**config.mk**
```make
export PLATFORM = sky130hd
export DESIGN_NAME = ssp_regs
export DESIGN_NICKNAME = d
export VERILOG_FILES = /design/src/ssp_pkg.sv /design/src/ssp_regs.sv
export VERILOG_INCLUDE_DIRS = /design/src
export SDC_FILE = /design/constraint.sdc
export NUM_CORES = 1
export LEC_CHECK = 0
export BUFFER_PORTS_ARGS = -buffer_cell sky130_fd_sc_hd__buf_2
export CORE_MARGIN = 1
export CORE_UTILIZATION = 47
export DETAILED_ROUTE_END_ITERATION = 10
export PLACE_DENSITY_LB_ADDON = 0.08
export RECOVER_POWER = 100
export REMOVE_ABC_BUFFERS = 1
export SKIP_LAST_GASP = 1
export SYNTH_ARGS = -nofsm -noshare
export SYNTH_HDL_FRONTEND = slang
export SYNTH_SLANG_ARGS = --single-unit
```
**constraint.sdc**
```tcl
create_clock -name clk -period 2.1 [get_ports clk]
set_input_delay 0.21 -clock clk [delete_from_list [all_inputs] [get_ports clk]]
set_output_delay 0.21 -clock clk [all_outputs]
set_load 0.01 [all_outputs]
```
**src/ssp_cfg.svh**
```systemverilog
/*
  Constants of the serial port status, prescale and interrupt register bank:
  register offsets, field positions, reset values and FIFO levels.
  Assumes a 12-bit APB byte address and 32-bit data.
*/
`ifndef SSP_CFG_SVH
`define SSP_CFG_SVH

// ----------------------------------------------------------------
// Register offsets (byte addresses)
// ----------------------------------------------------------------
`define SSP_ADDR_W 12
`define SSP_OFF_STATUS 12'h00c
`define SSP_OFF_PRESCALE 12'h010
`define SSP_OFF_MASK 12'h014
`define SSP_OFF_RAW 12'h018
`define SSP_OFF_MASKED 12'h01c
`define SSP_OFF_CLEAR 12'h020

// ----------------------------------------------------------------
// Field positions
// ----------------------------------------------------------------
`define SSP_ST_BUSY 4
`define SSP_ST_RX_FULL 3
`define SSP_ST_RX_NE 2
`define SSP_ST_TX_SPACE 1
`define SSP_ST_TX_EMPTY 0
`define SSP_IRQ_TX_LEVEL 3
`define SSP_IRQ_RX_LEVEL 2
`define SSP_IRQ_RX_TIMEOUT 1
`define SSP_IRQ_RX_OVERFLOW 0

// ----------------------------------------------------------------
// Reset values and FIFO levels
// ----------------------------------------------------------------
`define SSP_STATUS_RST 5'h03
`define SSP_PRESCALE_RST 8'h02
`define SSP_MASK_RST 4'h0
`define SSP_RAW_RST 4'h8
`define SSP_FIFO_DEPTH 4'h8
`define SSP_FIFO_HALF 4'h4

`endif

```
**src/ssp_pkg.sv**
```systemverilog
/*
  Types of the serial port register bank: engine status carrier and the
  APB slave states. Assumes ssp_cfg.svh for the numbers.
*/
package ssp_pkg;

  // Live state reported by the serial engine on the same clock
  typedef struct packed {
    logic [3:0] tx_level;
    logic [3:0] rx_level;
    logic shifting;
    logic rx_timeout_evt;
    logic rx_overrun_evt;
  } ssp_engine_s;

  // APB slave phases
  typedef enum logic [1:0] {
    SSP_IDLE = 2'b01,
    SSP_RESP = 2'b10
  } ssp_apb_e;

endpackage : ssp_pkg

```
**src/ssp_regs.sv**
```systemverilog
/*
  Status, clock prescale and interrupt reporting registers of a synchronous
  serial port, as an APB slave. Assumes the serial engine runs on clk and
  reports FIFO levels, shifter activity and one-cycle event pulses.
*/
// The APB register port was decided locally.
// Operation
// - Busy bit 4 is set while shifting or transmit FIFO holds data.
// - Status bit 3 is set exactly when the receive FIFO is full.
// - Status bit 2 is set when the receive FIFO is not empty.
// - Status bit 1 is set while the transmit FIFO has free space.
// - Status bit 0 is set when transmit FIFO is empty; status read-only.
// - The 8-bit prescale divisor divides the system clock for bit timing.
// - Divisor bit 0 is held at zero, odd writes read back even.
// - Mask bits: one enables, zero masks, readable, cleared at reset.
// - Mask bits: 3 tx level, 2 rx level, 1 rx timeout, 0 overrun.
// - Raw status shows unmasked sources at mask positions, writes ignored.
// - Raw bit 3 set while transmit FIFO at or below half; resets 1.
// - Raw bit 2 shows receive FIFO half level condition, resets 0.
// - Raw bit 1 set by a receive timeout event, resets 0.
// - Raw bit 0 set when data arrives into a full receive FIFO.
// - Masked status is raw AND mask; writes to it do nothing.
// - All masked status bits read zero after reset.
// - Writing one to clear bits 1 or 0 clears timeout or overrun.
`include "ssp_cfg.svh"

module ssp_regs (
  // Clock, reset and freeze
  input logic clk,
  input logic rst,
  input logic ce,
  // APB slave
  input logic psel,
  input logic penable,
  input logic pwrite,
  input logic [`SSP_ADDR_W-1:0] paddr,
  input logic [31:0] pwdata,
  output logic [31:0] prdata,
  output logic pready,
  output logic pslverr,
  // Serial engine
  input ssp_pkg::ssp_engine_s engine,
  output logic [7:0] prescale_divisor,
  output logic prescale_tick,
  // Interrupt request
  output logic irq
);
  import ssp_pkg::*;

  // ----------------------------------------------------------------
  // State
  // ----------------------------------------------------------------
  ssp_apb_e apb_state;
  logic [4:0] port_status;
  logic [3:0] irq_mask;
  logic [3:0] raw_status;
  logic [7:0] prescale_cnt;
  logic [4:0] next_status;
  logic [3:0] next_raw;
  logic [31:0] next_rdata;
  logic next_err;
  logic bus_done;
  logic wr_fire;
  logic clr_timeout;
  logic clr_overflow;

  // ----------------------------------------------------------------
  // Bus decode
  // ----------------------------------------------------------------
  // A transfer completes on the edge where pready is seen high
  assign bus_done = psel & penable & pready;
  assign wr_fire = bus_done & pwrite;
  // Clear strobes act only on ones; zeros leave the flags alone
  assign clr_timeout = wr_fire & (paddr == `SSP_OFF_CLEAR)
    & pwdata[`SSP_IRQ_RX_TIMEOUT];
  assign clr_overflow = wr_fire & (paddr == `SSP_OFF_CLEAR)
    & pwdata[`SSP_IRQ_RX_OVERFLOW];

  // ----------------------------------------------------------------
  // Live status
  // ----------------------------------------------------------------
  // Recomputed from the engine each cycle, never latched
  always_comb
  begin
    next_status = '0;
    next_status[`SSP_ST_BUSY] = engine.shifting
      | (engine.tx_level != 4'h0);
    next_status[`SSP_ST_RX_FULL] =
      (engine.rx_level == `SSP_FIFO_DEPTH);
    next_status[`SSP_ST_RX_NE] = (engine.rx_level != 4'h0);
    next_status[`SSP_ST_TX_SPACE] =
      (engine.tx_level != `SSP_FIFO_DEPTH);
    next_status[`SSP_ST_TX_EMPTY] = (engine.tx_level == 4'h0);
  end

  // Status register, one cycle behind the engine
  always_ff @(posedge clk)
  begin
    if (rst)
    begin
      port_status <= `SSP_STATUS_RST;
    end
    else if (ce)
    begin
      port_status <= next_status;
    end
  end

  // ----------------------------------------------------------------
  // Raw interrupt sources
  // ----------------------------------------------------------------
  // Level sources follow the FIFOs; event sources are sticky and an
  // event in the same cycle as its clear wins, so nothing is lost
  always_comb
  begin
    next_raw = raw_status;
    next_raw[`SSP_IRQ_TX_LEVEL] =
      (engine.tx_level <= `SSP_FIFO_HALF);
    next_raw[`SSP_IRQ_RX_LEVEL] =
      (engine.rx_level >= `SSP_FIFO_HALF);
    if (clr_timeout)
    begin
      next_raw[`SSP_IRQ_RX_TIMEOUT] = 1'b0;
    end
    if (engine.rx_timeout_evt)
    begin
      next_raw[`SSP_IRQ_RX_TIMEOUT] = 1'b1;
    end
    if (clr_overflow)
    begin
      next_raw[`SSP_IRQ_RX_OVERFLOW] = 1'b0;
    end
    if (engine.rx_overrun_evt)
    begin
      next_raw[`SSP_IRQ_RX_OVERFLOW] = 1'b1;
    end
  end

  // Raw status flops; only ones written to the clear register reach them
  always_ff @(posedge clk)
  begin
    if (rst)
    begin
      raw_status <= `SSP_RAW_RST;
    end
    else if (ce)
    begin
      raw_status <= next_raw;
    end
  end

  // ----------------------------------------------------------------
  // Mask and interrupt output
  // ----------------------------------------------------------------
  // Mask register, all sources masked after reset
  always_ff @(posedge clk)
  begin
    if (rst)
    begin
      irq_mask <= `SSP_MASK_RST;
    end
    else if (ce && wr_fire && paddr == `SSP_OFF_MASK)
    begin
      irq_mask <= pwdata[3:0];
    end
  end

  // Request is registered, so it trails the raw flags by one cycle
  always_ff @(posedge clk)
  begin
    if (rst)
    begin
      irq <= 1'b0;
    end
    else if (ce)
    begin
      irq <= |(raw_status & irq_mask);
    end
  end

  // ----------------------------------------------------------------
  // Clock prescaler
  // ----------------------------------------------------------------
  // Divisor register; bit 0 cannot be stored, so odd writes read even
  always_ff @(posedge clk)
  begin
    if (rst)
    begin
      prescale_divisor <= `SSP_PRESCALE_RST;
    end
    else if (ce && wr_fire && paddr == `SSP_OFF_PRESCALE)
    begin
      prescale_divisor <= {pwdata[7:1], 1'b0};
    end
  end

  // One tick every divisor cycles. A zero divisor, which software must
  // not program, wraps the counter and gives a tick every 256 cycles.
  // The divisor is not resynchronised: change it only while disabled.
  always_ff @(posedge clk)
  begin
    if (rst)
    begin
      prescale_cnt <= 8'h00;
      prescale_tick <= 1'b0;
    end
    else if (ce)
    begin
      if (prescale_cnt >= prescale_divisor - 8'h01)
      begin
        prescale_cnt <= 8'h00;
        prescale_tick <= 1'b1;
      end
      else
      begin
        prescale_cnt <= prescale_cnt + 8'h01;
        prescale_tick <= 1'b0;
      end
    end
  end

  // ----------------------------------------------------------------
  // Read data and APB answer
  // ----------------------------------------------------------------
  // Read mux; reserved bits and write-only clear read zero
  always_comb
  begin
    next_rdata = 32'h0000_0000;
    next_err = 1'b0;
    case (paddr)
      `SSP_OFF_STATUS: next_rdata[4:0] = port_status;
      `SSP_OFF_PRESCALE: next_rdata[7:0] = prescale_divisor;
      `SSP_OFF_MASK: next_rdata[3:0] = irq_mask;
      `SSP_OFF_RAW: next_rdata[3:0] = raw_status;
      `SSP_OFF_MASKED: next_rdata[3:0] = raw_status & irq_mask;
      `SSP_OFF_CLEAR: next_rdata = 32'h0000_0000;
      default: next_err = 1'b1;
    endcase
  end

  // One wait state: pready rises the cycle after the access phase opens
  always_ff @(posedge clk)
  begin
    if (rst)
    begin
      apb_state <= SSP_IDLE;
      pready <= 1'b0;
      pslverr <= 1'b0;
      prdata <= 32'h0000_0000;
    end
    else if (ce)
    begin
      case (apb_state)
        SSP_IDLE:
        begin
          if (psel && penable)
          begin
            apb_state <= SSP_RESP;
            pready <= 1'b1;
            pslverr <= next_err;
            prdata <= pwrite ? 32'h0000_0000 : next_rdata;
          end
        end
        SSP_RESP:
        begin
          apb_state <= SSP_IDLE;
          pready <= 1'b0;
          pslverr <= 1'b0;
          prdata <= 32'h0000_0000;
        end
        default:
        begin
          apb_state <= SSP_IDLE;
          pready <= 1'b0;
          pslverr <= 1'b0;
          prdata <= 32'h0000_0000;
        end
      endcase
    end
  end
endmodule : ssp_regs

```
# Yosys cells after proc, flatten, opt, wreduce, memory -nomap -nowiden
# Index checks and enable logic that the tools add are counted.
# classes
n_div	0
n_bitwise	8
multipliers	0
n_eq_ne	10
shifts	0
mux	19
n_lt_le_gt_ge	3
add_sub_neg	2
reduce_logical	14
# op_table
operator	n
$mux W32	2
$eq A12 B5 Y1 const B	4
$pmux W4 S5	1
$mux W8	2
$eq A12 B4 Y1 const B	1
$eq A12 B6 Y1 const B	1
$mux W1	10
$add A8 B1 Y8 const B	1
$ge A8 B8 Y1	1
$reduce_bool A4 Y1	2
$sub A8 B1 Y8 const B	1
$and A1 B1 Y1	6
$reduce_and A2 Y1	3
$reduce_or A6 Y1	1
$and A4 B4 Y4	1
$eq A4 B4 Y1 const B	1
$ge A4 B3 Y1 const B	1
$le A4 B3 Y1 const B	1
$logic_and A1 B1 Y1	4
$logic_not A4 Y1	1
$mux W2	2
$ne A4 B4 Y1 const B	1
$reduce_bool A2 Y1	2
$reduce_or A4 Y1	1
other kinds (5)	5
# totals
n_memories	0
mem_bits_rw	0
rom_bits	0
latch_bits	0
word_cells	69
output_inout_bits	44
register_bits	66

# Logic depth before layout (Yosys ltp)
# Gate-level depths: netlist (run 1).
# depth
word_depth	7
depth_mapped	9
depth_no_buf	9

# Worst setup path after synthesis (run 1)
# No wires, ideal clock.
# synth_path
path_type	register to register
startpoint	register prescale_divisor[1]
endpoint	register prescale_cnt[2]
n_path_buf	0
setup_time_ps	86
path_slack_ps	123
path_stages_with_launch	10
t_arrival_ps	1891
cell_sequence	dfxtp_1 -> inv_1 -> ha_1 -> nand3b_1 -> xor2_1 -> ha_1 -> a21oi_1 -> o21a_1 -> o21ai_1 -> a211oi_1
# synth_via
elab_chain_cells	3
# synth_lines
element	line	text
start: declaration	ssp_regs.sv:43	output logic [7:0] prescale_divisor,
start signal: assignment	ssp_regs.sv:189	prescale_divisor <= `SSP_PRESCALE_RST;
start signal: assignment	ssp_regs.sv:193	prescale_divisor <= {pwdata[7:1], 1'b0};
$sub A8 B1 Y8	ssp_regs.sv:209	if (prescale_cnt >= prescale_divisor - 8'h01)
$ge A8 B8 Y1	ssp_regs.sv:209	
$mux W8	ssp_regs.sv:209	
end signal: assignment	ssp_regs.sv:216	prescale_cnt <= prescale_cnt + 8'h01;
end: declaration	ssp_regs.sv:57	logic [7:0] prescale_cnt;
# No other way between the ends.
# A chain may end at the register's enable or synchronous reset.

# Final worst setup path (run 1)
# layout_path
startpoint	register prescale_divisor[1]
endpoint	register prescale_cnt[1]
# Same word-level chain as after synthesis.

==> flow_summary.ini, run 1 <==
[logic_synthesis]
synth-main-ff-cell = dfxtp_1
ys_seq_elements = 41
syn_inst = 284
synth_area_per_cell_sq_um = 8.37
synth_edf_count = 0
ys_warn_count = 0
netlist_area_sq_um = 2380
ys_types = 53
synthArstFlopShare_pct = 0
ys_seq_area_share_pct = 34.5

[clocking]
cts_setup_buffers = 0
cts_tree = yes
path_clk_slew_ps = 80
cts-root-buf = clkbuf_8
ctsLongestPathBuffers = 2
worstSkewPairLatency_ps = 290
cts_made_buffers = 5
cts-htree-levels = 2
clock-sinks = 41

[timing]
timing.fmax_mhz = 522
period_share_pct = 91.2
hold_violations = 0
worstMarginPinSlew_ps = 680
slew_headroom_pct = 54.2
rsz0062_at_grt = yes
finClkSkew_ps = 9.42
finalMaxSlewViolations = 0
setup_violations = 0
hold_slack_ps = 141
finalCriticalPeriod_ps = 1920

[pwr]
p_comb_share_pct = 13.3
power_frac_clock_pct = 33.2
leakage_uw = 0.00109
power.internal_uw = 1110
power_frac_seq_pct = 53.5
irDropWorstVdd_uv = 286
powerDensity_nw_per_um2 = 561
switchingPower_uw = 411
switching_share_pct = 27.0

[finish]
drive_above_1_share_pct = 17.7
area_growth_pct = 14.0
layout.nets = 414
mostFrequentLayoutCells = dfxtp_1 (41), buf_2 (41), a21oi_1 (25), conb_1 (25), nand2_1 (22)
fin_cells = 412
stdcell_area_sq_um = 2710
num_antenna_cells = 0

[worst_hold_path]
worst_hold_path.num_cells = 2
min_to = raw_status[3]$_SDFFE_PP1P_
hold_start = engine[10]
hold_class = primary input to flip-flop

[grt]
grt_first_pass_wirelength_microns = 9290
overflow = 0
grt_max_degree = 23
grt.total_usage_pct = 22.4
first_global_vias = 1962
antenna_found_initial = 0

[worst_setup_path]
cp_max_fo = 3
r2r-end = prescale_cnt[1]$_SDFFE_PP0P_
critical_path_arrival_ps = 2140
reg2regPathDepth = 10
critPathCaptureType = flip-flop
critical_path_class = flip-flop to flip-flop
cp_data_required_time_ps = 2320
r2r_slack_ps = 180
reg2reg_from = prescale_divisor[1]$_SDFFE_PP1P_
crit_path_start_kind = flip-flop

[route]
via_per_inst = 5.35
drt-initial-drc-count = 120
wl_per_cell_microns = 14.0
wirelength_microns = 5760
ant_nets = 0
routed-via-count = 2204
first_pass_iters = 4
drc = 0

[flow_run]
max_cap_viol_count = 0

[die]
die_area_sq_um = 5340
start_util_pct = 49.6
fp.dieW_microns = 73.1
rows = 25
die_h_microns = 73.1
fp.coreArea_sq_um = 4790
pin_count = 105

[place]
numPortBuffers = 55
place_inst = 404
place_hpwl_microns = 4330
place_congestion = 0.781
placed_area_sq_um = 2670

[run_status]
status = complete, no violations
==> cell type report <==
type	instances	area (sq um)
Inverter	9	33.8
Multi-Input combinational cell	221	1360
Tap cell	67	83.8
Sequential cell	41	821
Fill cell	483	2080
Timing Repair Buffer	66	329
Clock buffer	8	80.1
==> metal layers <==
metal	vias up	routed length, microns	track usage [%]
li1	1122	-	-
met5	-	0	0
met4	0	48	6.54
met3	5	323	3.31
met2	75	2660	36.2
met1	1002	2730	30.8
==> how the worst max path moves through the flow <==
| stage | startpoint | to | depth (start not counted) |
|---|---|---|---|
| final | prescale_divisor[1]$_SDFFE_PP1P_ | prescale_cnt[1]$_SDFFE_PP0P_ | 10 |
| after CTS | prescale_divisor[3]$_SDFFE_PP0P_ | prescale_cnt[6]$_SDFFE_PP0P_ | 7 |
| after floorplan | prescale_divisor[1]$_SDFFE_PP1P_ | prescale_cnt[2]$_SDFFE_PP0P_ | 9 |
| after detailed placement | prescale_divisor[3]$_SDFFE_PP0P_ | prescale_cnt[6]$_SDFFE_PP0P_ | 7 |
| after global placement | prescale_divisor[3]$_SDFFE_PP0P_ | prescale_cnt[7]$_SDFFE_PP0P_ | 8 |
| after global routing | prescale_divisor[1]$_SDFFE_PP1P_ | prescale_cnt[7]$_SDFFE_PP0P_ | 9 |
==> worst max-delay path, stage by stage (launching register included) <==
cell and delay [ps]:
dfxtp_1 310, inv_1 70, ha_1 210, nand3b_1 100, xor2_1 150, ha_1 310
a21oi_1 160, o21a_1 170, buf_4 130, o2111ai_1 90, a21oi_1 150
==> power by group through the flow <==
stage               Sequential (uW)  Clock, uW  Combinational (uW)
floorplan                       828          0                 101
global placement                829          0                 201
detailed placement              830          0                 203
CTS                             811        515                 204
global route                    814        544                 225
finish                          812        505                 202
==> state kept, by name (all words and copies together) (netlist names) <==
register,flops
irq_mask,4
prescale_cnt,8
prdata,8
prescale_tick,1
port_status,5
pready,1
raw_status,4
prescale_divisor,7
pslverr,1
apb_state,1
irq,1
==> stage by stage <==
| step | power [uW] | util, % | worst slack (ps) | setup TNS (ps) |
|---|---|---|---|---|
| 2_1_floorplan | 929 | - | 123 | 0 |
| 3_3_place_gp | 1030 | 55.7 | 87.9 | 0 |
| 3_5_place_dp | 1030 | 55.7 | 116 | 0 |
| 4_1_cts | 1530 | 57.4 | 97.1 | 0 |
| 5_1_grt | 1580 | 56.6 | -10.6 | -12.4 |
| 6_report | 1520 | 56.6 | 184 | 0 |
==> synth_stat cells (2+ instances only) <==
library cell	number	area share (%)
o22ai_1	5	1.3
o21ai_1	13	2.7
and4_1	2	0.74
and3_1	5	1.3
o2bb2ai_1	3	1.1
o21ai_0	7	1.5
nor4_1	2	0.53
nor3_1	5	1.1
xor2_1	6	2.2
a211oi_1	6	1.9
dfxtp_1	41	35
buf_4	26	8.2
a21oi_1	25	5.3
a22oi_1	3	0.95
and2_1	5	1.3
nor4b_1	3	1.1
o31ai_1	3	0.95
nand3_1	17	3.6
nor2_1	12	1.9
nand3b_1	2	0.63
nor3b_1	2	0.63
o21a_1	4	1.3
ha_1	9	4.7
o221ai_1	2	0.74
buf_2	2	0.42
nand4_1	7	1.8
xnor2_1	2	0.74
nand2_1	22	3.5
or3_1	2	0.53
clkbuf_1	7	1.1
inv_1	9	1.4
a22o_1	4	1.5
==> repair_timing <==
item                                    in CTS  in global routing
endpoints found under the setup margin       0                  6
hold buffers                                 0                  0
resized for setup                            0                  1
==> logic make-up after synthesis <==
| logic type | synth area share [%] |
|---|---|
| other | 0.158 |
| AND/OR/NAND/NOR | 23.5 |
| buffers and inverters | 11.5 |
| AO/OA/AOI/OAI | 22.5 |
| flip-flops | 34.5 |
| XOR/XNOR | 2.95 |
| adder cells (fa/ha/maj) | 4.74 |
Note: power is estimated with default switching activity, not from simulation.
==> inputs of run 2 (changes only) <==
RECOVER_POWER = 25   (was 100)
==> flow_summary.ini, run 2 (synthesis gave the netlist of run 1 again) <==
[clocking]
ctsResizeCount = 0
ctsLongestPathBuffers = 2
worstSkewPairLatency_ps = 290
cts_tree = yes
cts-root-buf = clkbuf_8
path_clk_slew_ps = 80
clock-sinks = 41
cts-htree-levels = 2
cts_setup_buffers = 0
hold_buffers = 0
cts_made_buffers = 5

[grt]
first_global_vias = 1962
overflow = 0
grt.total_usage_pct = 22.4
grt_max_degree = 23
grt_first_pass_wirelength_microns = 9290
antenna_found_initial = 0

[die]
rows = 25
fp.coreArea_sq_um = 4790
pin_count = 105
die_area_sq_um = 5340
start_util_pct = 49.6
fp.dieW_microns = 73.1
die_h_microns = 73.1

[worst_setup_path]
critical_path_class = flip-flop to flip-flop
reg2regPathDepth = 10
critical_path_arrival_ps = 2140
crit_path_start_kind = flip-flop
cp_data_required_time_ps = 2320
cp_max_fo = 3
critPathCaptureType = flip-flop

[finish]
multiInputGateArea_sq_um = 1380
mostFrequentLayoutCells = buf_2 (45), dfxtp_1 (41), a21oi_1 (25), conb_1 (25), nand2_1 (22)
reg_top3 = prdata x8, prescale_cnt x8, prescale_divisor x7
layout.nets = 414
drive_above_1_share_pct = 19.7
final_common_cell = buf_2
area_growth_pct = 15.1
fillers = 475
num_antenna_cells = 0
seq_area_sq_um = 821

[timing]
setup_violations = 0
finalMaxSlewViolations = 0
hold_violations = 0
fin_setup_tns_ps = 0
finalCriticalPeriod_ps = 1920
period_share_pct = 91.5
timing.fmax_mhz = 520
finClkSkew_ps = 9.28
hold_slack_ps = 140
rsz0062_at_grt = yes

[route]
first_pass_iters = 4
via_per_inst = 5.31
routed-via-count = 2189
drt-initial-drc-count = 115
ant_nets = 0
wirelength_microns = 5720
wl_per_cell_microns = 13.9
drc = 0

[pwr]
powerDensity_nw_per_um2 = 557
irDropWorstVdd_uv = 286
leakage_uw = 0.00112

[flow_run]
max_cap_viol_count = 0

[place]
numPortBuffers = 55
place_congestion = 0.781
place_hpwl_microns = 4330

[worst_hold_path]
worst_hold_path.num_cells = 2
hold_class = primary input to flip-flop

[run_status]
status = complete, no violations
-- run 2: cell type report --
cell class                      count  share of cell area (%)
Clock buffer                        8                    2.93
Inverter                            9                    1.24
Sequential cell                    41                    30.0
Tap cell                           67                    3.06
Multi-Input combinational cell    221                    50.3
Timing Repair Buffer               66                    12.5
-- run 2: report_power, final --
group | leakage [uW] | internal [uW] | switching [uW]
Sequential | 0.000333 | 797 | 15.0
Combinational | 0.000752 | 75.6 | 129
Clock | 0.0000395 | 237 | 271
-- run 2: per-layer routing --
layer	part of all wire [%]	wire, microns	track usage, %	up-vias
met2	46	2640	36.2	71
met1	47	2690	30.8	993
li1	-	-	-	1120
met3	5.8	334	3.31	5
met4	0.84	48	6.54	0
met5	0	0	0	-
-- run 2: path summary, 6_finish.rpt --
kind	startpoint	endpoint	slack, ps
hold reg to reg	prdata[6]$_SDFFE_PP0P_	prdata[6]$_SDFFE_PP0P_	450
hold / removal	engine[10]	raw_status[3]$_SDFFE_PP1P_	140
setup / recovery	prescale_divisor[1]$_SDFFE_PP1P_	prescale_cnt[1]$_SDFFE_PP0P_	180
setup reg to reg	prescale_divisor[1]$_SDFFE_PP1P_	prescale_cnt[1]$_SDFFE_PP0P_	180
-- run 2: metrics by stage --
stage          area [sq um]  cells  worst slack [ps]  util (%)  total power (uW)
6_report               2740    412               178      57.2              1520
5_1_grt                2740    412             -10.6      57.2              1590
4_1_cts                2750    412              97.1      57.4              1530
3_5_place_dp           2670    404               116      55.7              1030
3_3_place_gp           2670    404              87.9      55.7              1030
2_1_floorplan          2230    271               123         -               929
-- run 2: worst max-delay path, cell delays in order, from the launching register on --
cell       delay [ps]
dfxtp_1           310
inv_1              70
ha_1              210
nand3b_1          100
xor2_1            150
ha_1              310
a21oi_1           160
o21a_1            170
buf_4             130
o2111ai_1          90
a21oi_1           150
==> inputs of run 3 (changes only) <==
PLACE_DENSITY = 0.8   (was not set)
PLACE_DENSITY_LB_ADDON = not set   (was 0.08)
==> flow_summary.ini, run 3 (synthesis gave the netlist of run 1 again) <==
[run_status]
status = complete, no violations

[clocking]
hold_buffers = 0
ctsLongestPathBuffers = 2
cts-htree-levels = 2
cts_made_buffers = 5
cts-root-buf = clkbuf_8
worstSkewPairLatency_ps = 300
path_clk_slew_ps = 70
clock-sinks = 41
cts_tree = yes

[die]
pin_count = 105
die_area_sq_um = 5340
fp.dieW_microns = 73.1
start_util_pct = 49.6
fp.coreArea_sq_um = 4790
die_h_microns = 73.1
rows = 25

[finish]
num_antenna_cells = 0
postLayoutCoreUtil_pct = 57.7
fillers = 469
final_common_cell = buf_2
area_growth_pct = 16.2
layout.nets = 413
reg_top3 = prdata x8, prescale_cnt x8, prescale_divisor x7
mostFrequentLayoutCells = buf_2 (45), dfxtp_1 (41), conb_1 (25)
drive_above_1_share_pct = 21.6

[route]
wl_per_cell_microns = 14.1
ant_nets = 0
first_pass_iters = 4
drc = 0
drt-initial-drc-count = 88
wirelength_microns = 5800
routed-via-count = 2259
via_per_inst = 5.51

[worst_setup_path]
reg2regPathDepth = 10
critPathCaptureType = flip-flop
crit_path_start_kind = flip-flop
critical_path_arrival_ps = 2200
startpoint = prescale_divisor[1]$_SDFFE_PP1P_
reg2reg_from = prescale_divisor[1]$_SDFFE_PP1P_
cp_num_buf_inv = 2
cpPeakStageDelay_ps = 320
cp_max_fo = 6
critPathTopFamily = compound AO/OA/AOI/OAI gates
cp_data_required_time_ps = 2310
cp_slowest_cell = dfxtp_1
r2r_slack_ps = 120
crit_chain = inv_1 > ha_2 > nand3b_1 > xor2_1 > ha_1 > a21oi_2 > o21a_1 > o21ai_1 > buf_4 > a211oi_1
critical_path_class = flip-flop to flip-flop
r2r-end = prescale_cnt[5]$_SDFFE_PP0P_

[place]
place_congestion = 0.849
place_hpwl_microns = 4410
numPortBuffers = 55

[timing]
worstMarginPinSlew_ps = 827
period_share_pct = 94.5
fin_setup_tns_ps = 0
rsz0062_at_grt = no
setup_violations = 0
timing.fmax_mhz = 504
finClkSkew_ps = 3.71
slew_headroom_pct = 44.9
finalCriticalPeriod_ps = 1980
finalMaxSlewViolations = 0
hold_violations = 0

[worst_hold_path]
hold_class = primary input to flip-flop
hold_start = engine[10]
min_to = raw_status[3]$_SDFFE_PP1P_
worst_hold_path.num_cells = 2

[grt]
antenna_found_initial = 0
first_global_vias = 2078
overflow = 0
grt.total_usage_pct = 23.4
grt_max_degree = 38
grt_first_pass_wirelength_microns = 9450

[pwr]
irDropWorstVdd_uv = 384
leakage_uw = 0.00113
powerDensity_nw_per_um2 = 560
p_total_uw = 1540

[flow_run]
max_cap_viol_count = 0
## run 3: changes by cell type in the layout (fill, tap and decap cells not counted), sizes merged
cell,previous run,this run
buf,55,54
clkbuf,19,18
## run 3: power breakdown
| part | leakage (uW) | switching, uW | internal (uW) |
|---|---|---|---|
| combinational | 0.000751 | 131 | 74.7 |
| sequential | 0.000333 | 14.3 | 797 |
| clock | 0.0000443 | 266 | 261 |
| total | 0.00113 | 412 | 1130 |
## run 3: per-layer routing
| metal | vias to the layer above | global-route usage, % | routed length, microns |
|---|---|---|---|
| met2 | 75 | 42.0 | 2920 |
| met1 | 1063 | 27.6 | 2490 |
| met4 | 0 | 6.54 | 68 |
| met5 | - | 0 | 0 |
| li1 | 1115 | - | - |
| met3 | 6 | 5.39 | 321 |
## run 3: how the worst max path moves through the flow
stage,endpoint,slack [ps],cells after the start
2_1_floorplan,prescale_cnt[2]$_SDFFE_PP0P_,120,9
3_3_place_gp,prescale_cnt[7]$_SDFFE_PP0P_,130,9
3_5_place_dp,prescale_cnt[5]$_SDFFE_PP0P_,80,10
4_1_cts,prescale_cnt[7]$_SDFFE_PP0P_,50,10
5_1_grt,prescale_cnt[5]$_SDFFE_PP0P_,10,9
6_report,prescale_cnt[5]$_SDFFE_PP0P_,120,10
## run 3: what timing repair did
| action | 4_1_cts | 5_1_grt |
|---|---|---|
| setup buffers | 0 | 0 |
| endpoints found under the hold margin | 0 | 0 |
| gates resized for setup | 0 | 7 |
| endpoints found under the setup margin | 0 | 4 |
## run 3: cell type report
| type | count | area, sq um | share of cell area [%] |
|---|---|---|---|
| multi-input cells | 221 | 1400 | 50.8 |
| clock buffers | 7 | 86.3 | 3.13 |
| well taps | 67 | 83.8 | 3.04 |
| repair buffers | 65 | 334 | 12.1 |
| inverters | 9 | 33.8 | 1.22 |
| flip-flops and latches | 41 | 821 | 29.7 |
## run 3: through the flow
| step | setup slack [ps] | std cells | area, sq um | hold slack (ps) |
|---|---|---|---|---|
| after floorplan | 123 | 271 | 2230 | 279 |
| after global placement | 133 | 403 | 2660 | 425 |
| after detailed placement | 76.9 | 403 | 2660 | 425 |
| after CTS | 53.4 | 410 | 2750 | 103 |
| after global routing | 11.8 | 410 | 2760 | 108 |
| final | 115 | 410 | 2760 | 121 |
## run 3: worst reg2reg max path, delay by kind of cell, from the launching register on
kind                     cells  cell delay (ps)
AO/OA/AOI/OAI                4              580
AND/OR/NAND/NOR              1               90
XOR/XNOR                     1              150
flip-flops                   1              320
buffers and inverters        2              240
adder cells (fa/ha/maj)      2              520
